===== src/tc_verif_defines.vh =====
// Contract
// - Every rejected telecommand produces an acceptance-failure report, service 1 subtype 2.
// - Failure data: packet id, sequence control, reason code, optional parameters.
// - Packet id echoes the command header id field, identifier plus top 5 bits.
// - Sequence control is copied unchanged from the command being verified.
// - Standard reason codes 0 to 5 name the fixed rejection causes.
// - Reason codes 16 to 255 are application specific.
// - Reason code value selects the parameter field content and structure.
// - Standard reasons carry the offending value as parameter.
// - Code plus parameters are whole 16-bit words, at most 40 octets.
// - Commands nominally start executing immediately after reception.
// - Optional execution-started report, subtype 3, same layout as acceptance success.
// - Progress report, subtype 5, issued as each long sub-step completes.
// - Progress report appends a 2-octet step number after id and sequence.
// - Execution-completed report, subtype 7, same layout as acceptance success.
// - Execution-failure report, subtype 8, uses acceptance-failure layout.
// - Acceptance-success report, subtype 1, holds only packet id and sequence.
// - Every accepted command gets a success report within two seconds.
`ifndef TC_VERIF_DEFINES_VH
`define TC_VERIF_DEFINES_VH
`define SVC_TYPE 8'h01
`define SUB_ACC_OK 8'h01
`define SUB_ACC_FAIL 8'h02
`define SUB_START 8'h03
`define SUB_PROGRESS 8'h05
`define SUB_DONE 8'h07
`define SUB_EXEC_FAIL 8'h08
`define SUB_CONTENTS 8'h09
`define RSN_APID 16'h0000
`define RSN_LENGTH 16'h0001
`define RSN_CHECKSUM 16'h0002
`define RSN_TYPE 16'h0003
`define RSN_SUBTYPE 16'h0004
`define RSN_APPDATA 16'h0005
`define RSN_APP_MIN 16'h0010
`define RSN_APP_MAX 16'h00FF
`define MAX_CODE_PARAM_WORDS 5'd20
`define CLK_HZ 25000000
`define ACC_LIMIT_S 2
`endif


===== src/tc_verification_report_gen.v =====
`timescale 1ns/100ps
`include "tc_verif_defines.vh"
module tc_verification_report_gen #(
  parameter ACC_LIMIT_CYC = `ACC_LIMIT_S * `CLK_HZ
) (
  input wire ref_clk_i,
  input wire sys_rst_i,
  input wire ev_valid_i,
  input wire [7:0] ev_subtype_i,
  input wire [15:0] ev_pkt_id_i,
  input wire [15:0] ev_seq_ctl_i,
  input wire [15:0] ev_code_i,
  input wire [4:0] ev_param_words_i,
  input wire [15:0] ev_param_i,
  input wire tm_ready_i,
  output reg ev_ready_o,
  output reg param_take_o,
  output reg ev_error_o,
  output reg late_ack_o,
  output reg tm_valid_o,
  output reg [15:0] tm_data_o,
  output reg tm_first_o,
  output reg tm_last_o,
  output reg [7:0] tm_subtype_o
);
  localparam S_IDLE = 3'b001;
  localparam S_SEND = 3'b010;
  localparam S_PARAM = 3'b100;
  reg [2:0] state;
  reg [1:0] idx;
  reg [1:0] hdr_words;
  reg [4:0] par_left;
  reg [15:0] pkt_id;
  reg [15:0] seq_ctl;
  reg [15:0] code;
  reg [2:0] phase;
  reg [31:0] acc_age;
  reg acc_pending;
  reg acc_seen;

  // Words after id and sequence: 0 for success layouts, 1 for code or step
  function [1:0] extra_words;
    input [7:0] sub;
    begin
      case (sub)
        `SUB_ACC_FAIL, `SUB_EXEC_FAIL, `SUB_PROGRESS: extra_words = 2'd1;
        default: extra_words = 2'd0;
      endcase
    end
  endfunction

  // Ordering phase per subtype: 1 accept, 2 start, 3 progress, 4 end
  function [2:0] sub_phase;
    input [7:0] sub;
    begin
      case (sub)
        `SUB_ACC_OK, `SUB_ACC_FAIL: sub_phase = 3'd1;
        `SUB_START: sub_phase = 3'd2;
        `SUB_PROGRESS: sub_phase = 3'd3;
        `SUB_DONE, `SUB_EXEC_FAIL: sub_phase = 3'd4;
        default: sub_phase = 3'd0;
      endcase
    end
  endfunction

  // Reason code class: 1 standard, 2 application specific, 0 reserved
  function [1:0] code_class;
    input [15:0] c;
    begin
      if (c <= `RSN_APPDATA) begin
        code_class = 2'd1;
      end else if ((c >= `RSN_APP_MIN) && (c <= `RSN_APP_MAX)) begin
        code_class = 2'd2;
      end else begin
        code_class = 2'd0;
      end
    end
  endfunction

  wire known = (sub_phase(ev_subtype_i) != 3'd0);
  wire [1:0] cls = code_class(ev_code_i);
  wire is_fail = (ev_subtype_i == `SUB_ACC_FAIL) ||
                 (ev_subtype_i == `SUB_EXEC_FAIL);
  // Reserved gap 6..15 is rejected for acceptance failures
  wire code_ok = (ev_subtype_i != `SUB_ACC_FAIL) ||
                 (cls != 2'd0);
  // Standard reasons must carry the offending value as one word or more
  wire std_ok = (ev_subtype_i != `SUB_ACC_FAIL) || (cls != 2'd1) ||
                (ev_param_words_i != 5'd0);
  wire len_ok = !is_fail ||
                (ev_param_words_i < `MAX_CODE_PARAM_WORDS);
  wire same_cmd = (ev_pkt_id_i == pkt_id) && (ev_seq_ctl_i == seq_ctl);
  // A new command always opens with an acceptance report
  wire opens_cmd = (sub_phase(ev_subtype_i) == 3'd1);
  // Follow-on reports must belong to the open command, in equal or higher phase
  wire phase_ok = (sub_phase(ev_subtype_i) >= phase) &&
                  (phase != 3'd4) && (phase != 3'd0);
  wire order_ok = opens_cmd || (same_cmd && phase_ok);
  wire accept = ev_valid_i && ev_ready_o;
  wire good = known && code_ok && std_ok && len_ok && order_ok;
  wire [1:0] next_idx = idx + 2'd1;

  always @(posedge ref_clk_i) begin
    if (sys_rst_i) begin
      state <= S_IDLE;
      idx <= 2'd0;
      hdr_words <= 2'd0;
      par_left <= 5'd0;
      pkt_id <= 16'h0000;
      seq_ctl <= 16'h0000;
      code <= 16'h0000;
      phase <= 3'd0;
      acc_age <= 32'd0;
      acc_pending <= 1'b0;
      acc_seen <= 1'b0;
      ev_ready_o <= 1'b0;
      param_take_o <= 1'b0;
      ev_error_o <= 1'b0;
      late_ack_o <= 1'b0;
      tm_valid_o <= 1'b0;
      tm_data_o <= 16'h0000;
      tm_first_o <= 1'b0;
      tm_last_o <= 1'b0;
      tm_subtype_o <= 8'h00;
    end else begin
      ev_error_o <= 1'b0;
      param_take_o <= 1'b0;
      late_ack_o <= 1'b0;
      // Age of the current unreported accepted command
      if (!acc_pending) begin
        acc_age <= 32'd0;
      end else if (acc_age < ACC_LIMIT_CYC) begin
        acc_age <= acc_age + 32'd1;
      end
      // Pulses once: the age saturates at the limit
      if (acc_pending && acc_age == ACC_LIMIT_CYC - 1) begin
        late_ack_o <= 1'b1;
      end
      case (state)
        S_IDLE: begin
          ev_ready_o <= 1'b1;
          if (accept) begin
            // Report starts at once, nothing is queued
            ev_ready_o <= 1'b0;
            if (!good) begin
              ev_error_o <= 1'b1;
            end else begin
              pkt_id <= ev_pkt_id_i;
              seq_ctl <= ev_seq_ctl_i;
              code <= ev_code_i;
              phase <= sub_phase(ev_subtype_i);
              hdr_words <= extra_words(ev_subtype_i) + 2'd1;
              par_left <= is_fail ? ev_param_words_i : 5'd0;
              tm_subtype_o <= ev_subtype_i;
              tm_data_o <= ev_pkt_id_i;
              tm_valid_o <= 1'b1;
              tm_first_o <= 1'b1;
              tm_last_o <= 1'b0;
              idx <= 2'd0;
              // Later reports without a success report start the age
              if (ev_subtype_i == `SUB_ACC_OK) begin
                acc_seen <= 1'b1;
                acc_pending <= 1'b0;
              end else if (opens_cmd) begin
                acc_seen <= 1'b0;
                acc_pending <= 1'b0;
              end else if (!acc_seen) begin
                acc_pending <= 1'b1;
              end
              state <= S_SEND;
            end
          end
        end
        S_SEND: begin
          if (tm_ready_i) begin
            tm_first_o <= 1'b0;
            if (tm_last_o) begin
              tm_valid_o <= 1'b0;
              tm_last_o <= 1'b0;
              ev_ready_o <= 1'b1;
              state <= S_IDLE;
            end else if (idx == hdr_words) begin
              // Parameter words follow the code
              tm_data_o <= ev_param_i;
              param_take_o <= 1'b1;
              par_left <= par_left - 5'd1;
              tm_last_o <= (par_left == 5'd1);
              state <= S_PARAM;
            end else begin
              idx <= next_idx;
              // Sequence control first, then code or step number
              if (next_idx == 2'd1) begin
                tm_data_o <= seq_ctl;
              end else begin
                tm_data_o <= code;
              end
              tm_last_o <= (next_idx == hdr_words) &&
                           (par_left == 5'd0);
            end
          end
        end
        S_PARAM: begin
          if (tm_ready_i) begin
            if (tm_last_o) begin
              tm_valid_o <= 1'b0;
              tm_last_o <= 1'b0;
              ev_ready_o <= 1'b1;
              state <= S_IDLE;
            end else begin
              // Each further word reads the next parameter
              tm_data_o <= ev_param_i;
              param_take_o <= 1'b1;
              par_left <= par_left - 5'd1;
              tm_last_o <= (par_left == 5'd1);
            end
          end
        end
        default: begin
          state <= S_IDLE;
        end
      endcase
    end
  end
endmodule


===== config.mk =====
export PLATFORM = sky130hd
export DESIGN_NAME = tc_verification_report_gen
export DESIGN_NICKNAME = d
export VERILOG_FILES = /design/src/tc_verification_report_gen.v
export VERILOG_INCLUDE_DIRS = /design/src
export SDC_FILE = /design/constraint.sdc
export NUM_CORES = 1
export LEC_CHECK = 0
export BUFFER_PORTS_ARGS = -buffer_cell sky130_fd_sc_hd__buf_2
export CAP_MARGIN = 20
export CELL_PAD_IN_SITES_DETAIL_PLACEMENT = 1
export CELL_PAD_IN_SITES_GLOBAL_PLACEMENT = 1
export CORE_ASPECT_RATIO = 1.25
export CORE_UTILIZATION = 38
export DETAILED_ROUTE_END_ITERATION = 10
export PLACE_DENSITY = 0.87
export SLEW_MARGIN = 25
export SYNTH_ARGS = -nofsm -noshare
export SYNTH_HDL_FRONTEND = slang
export SYNTH_SLANG_ARGS = --single-unit

===== constraint.sdc =====
create_clock -name ref_clk_i -period 3.2 [get_ports ref_clk_i]
set_clock_uncertainty 0.15 [all_clocks]
set_input_delay 0.16 -clock ref_clk_i [delete_from_list [all_inputs] [get_ports ref_clk_i]]
set_output_delay 0.16 -clock ref_clk_i [all_outputs]
set_load 0.02 [all_outputs]

==> flow_metrics.py <==
metrics = {
    "run_status": {
        "status": "completed",
    },
    "floorplanning": {
        "die_area_sq_um": 17200,
        "rows": 52,
        "core_area_sq_um": 16300,
        "die_w_um": 118,
        "die_h_um": 146,
        "ioPinCount": 112,
        "start_util": 0.390,
    },
    "clocking": {
        "cts_tree": "yes",
        "cts.sinks": 128,
        "clkLatencyLatePin_ns": 0.43,
        "clockBufferDepth": 2,
        "h-tree-depth": 4,
        "cts_buffers": 17,
        "clkSlewWorstSetupHoldPaths_ns": 0.06,
        "root_buffer": "clkbuf_16",
    },
    "yosys": {
        "mappedNetlistArea_sq_um": 6350,
        "synth-adder-area-share": 0.0138,
        "synth_compound_gate_area_share": 0.159,
        "synth_top_family_by_area": "simple AND/OR/NAND/NOR gates",
        "muxShareOfSynthArea": 0.0554,
        "avgSynthCellArea_sq_um": 8.40,
        "synthFlopType": "dfxtp_1",
        "synth_edf_count": 0,
        "syn_inst": 756,
        "synth-async-reset-ratio": 0,
        "yosys.area_share.simple": 0.243,
        "synth-seq-cells": 128,
        "synth_xor_area_frac": 0.0828,
        "seq_area_frac_synth": 0.404,
        "synth_nets": 844,
        "synth_warnings": 0,
        "ys_types": 66,
    },
    "timing": {
        "fmax_mhz": 319,
        "slew_headroom": 0.459,
        "period_minus_slack_ns": 3.13,
        "fin_crit_sh": 0.979,
        "setup_violations": 0,
        "hold_viol": 0,
        "worst_pin_slew_ns": 0.812,
        "setup_slack_ns": 0.0667,
        "slew_violations": 0,
    },
    "worst_setup_path": {
        "start_kind": "primary input",
        "critPathMaxFanout": 28,
        "criticalPathCategory": "in2reg",
        "end_kind": "register",
        "worst_ep_required_time_ns": 3.37,
        "cp.arrival_ns": 3.31,
    },
    "place": {
        "portBuffers": 111,
        "placed_cell_area_sq_um": 7130,
        "dp_slack_ns": -0.151,
        "globalplace.congestion": 0.848,
        "dp_hpwl_um": 14000,
    },
    "global_route": {
        "track_usage": 0.275,
        "grtUsageMet1": 0.285,
        "use_met3": 0.0543,
        "overflow": 0,
        "antenna_found_initial": 2,
        "grt_max_degree": 69,
        "grt_pass1_wl_um": 36900,
        "grtUsageMet2": 0.500,
        "grt-busiest-layer": "met2",
        "grt_pass1_vias": 7115,
    },
    "drt": {
        "antenna_left": 0,
        "finalWirelength_um": 23300,
        "wl_per_cell_um": 20.2,
        "drt_first_iter_violations": 365,
        "drc": 0,
        "vias": 6432,
        "vias_per_cell": 5.58,
        "drt_first_pass_iters": 5,
    },
    "pwr": {
        "power_density_nw_per_um2": 469,
        "p_leak_nw": 3.45,
        "ir_drop_mv": 0.359,
        "power_mw": 3.93,
    },
    "job": {
        "maxCapViolCount": 0,
    },
    "layout": {
        "nNetsFinal": 1009,
        "postLayoutCellArea_sq_um": 8380,
        "fillCellCount": 1951,
        "layout-drive-gt1-share": 0.212,
        "area_growth_pct": 32.0,
    },
    "hold_path": {
        "hold_path.class": "in2reg",
    },
}
-- flip-flops by register name, summed over array words and instances (netlist names), 2 cells and up --
signal and flops:
acc_age 32, code 16, pkt_id 16, seq_ctl 16, tm_data_o 16, tm_subtype_o 8, par_left 5, phase 3
state 3, hdr_words 2, idx 2
-- final timing paths --
path / slack, ns / from / depth (start not counted) / to
max: 0.07 / ev_subtype_i[7] / 13 / code[5]
min: 0.04 / ev_param_words_i[2] / 3 / par_left[2]
max reg2reg: 0.28 / seq_ctl[13] / 9 / code[5]
min reg2reg: 0.31 / tm_subtype_o[5] / 1 / tm_subtype_o[5]
-- synthesized netlist by cell type, types with 14 or more instances --
cell type / n / area [sq um]
clkbuf_1: 28 / 105
a2bb2oi_1: 16 / 140
nor2_1: 62 / 233
a21oi_1: 62 / 310
nand2_1: 137 / 514
dfxtp_1: 128 / 2560
nand4_1: 14 / 87.6
mux2i_1: 34 / 340
xor2_1: 47 / 412
o21ai_0: 24 / 120
-- what timing repair did --
| action | in CTS | in global routing |
|---|---|---|
| resized for setup | 0 | 1 |
| endpoints found under the hold margin | 67 | 0 |
| endpoints found under the setup margin | 0 | 7 |
| setup buffers | 0 | 2 |
| hold buffers | 57 | 0 |
-- cell type report --
class	instances	area (sq um)	share of cell area
multi-input cells	574	3540	0.422
flip-flops and latches	128	2560	0.306
repair buffers	187	1320	0.158
clock buffers	21	480	0.0573
well taps	216	270	0.0323
clock inverters	11	153	0.0182
inverters	13	48.8	0.00582
diodes	2	5.00	0.000597
-- report_power, final --
| part | switching (mW) | total [mW] | internal, mW |
|---|---|---|---|
| Combinational | 0.131 | 0.246 | 0.115 |
| Clock | 0.771 | 2.09 | 1.32 |
| Sequential | 0.00225 | 1.60 | 1.59 |
-- worst max-delay path, stage by stage --
cell and delay (ns):
buf_2 0.10, or4_1 0.61, or3_1 0.41, ha_1 0.31, nor2b_1 0.05, o21ai_0 0.18, o2111ai_1 0.21, nor3_2 0.33
buf_4 0.17, o21a_2 0.22, buf_12 0.22, nand2_1 0.08, a21oi_1 0.24
-- layer usage --
layer  vias to the layer above  wire length, um
met5                         -                0
met1                      3163             8800
met4                         0             1210
met3                        90             1020
met2                       228            12200
li1                       2951                -
-- cell families (layout without fill, tap and decap cells) --
logic type	after synthesis	after routing
simple gates	319	319
compound gates	153	153
flops	128	128
xor+xnor	60	60
buf+inv	54	232
mux	35	35
fa+ha+maj	7	7
other cells	0	2
-- stage by stage --
step | utilization | instances | hold slack [ns] | setup TNS [ns]
2_1_floorplan | - | 756 | 0.144 | 0
3_3_place_gp | 0.439 | 1059 | 0.263 | 0
3_5_place_dp | 0.439 | 1059 | 0.276 | -1.82
4_1_cts | 0.513 | 1148 | 0.00651 | 0
5_1_grt | 0.515 | 1152 | 0.0422 | -0.0193
6_report | 0.515 | 1152 | 0.0381 | 0
-- layout by cell type (no fill, tap or decap), types with 4 or more instances in the layout --
master,count
nand3_1,8
buf_4,16
dfxtp_1,128
nand2_1,137
ha_1,7
or4_1,7
a21oi_2,10
clkbuf_8,4
clkbuf_16,17
buf_12,4
xor2_1,47
nor2b_1,13
and2_1,12
a2bb2oi_1,16
nand2b_1,5
nor3_1,12
mux2i_1,34
buf_2,110
nor4_1,11
xnor2_1,13
o21ai_0,24
inv_1,13
dlygate4sd3_1,57
nand2_2,10
nand4_1,14
nor2_1,62
a211oi_1,6
or3_1,4
a21oi_1,62
and3_1,6
No activity file was read; power rests on OpenSTA's default activity.
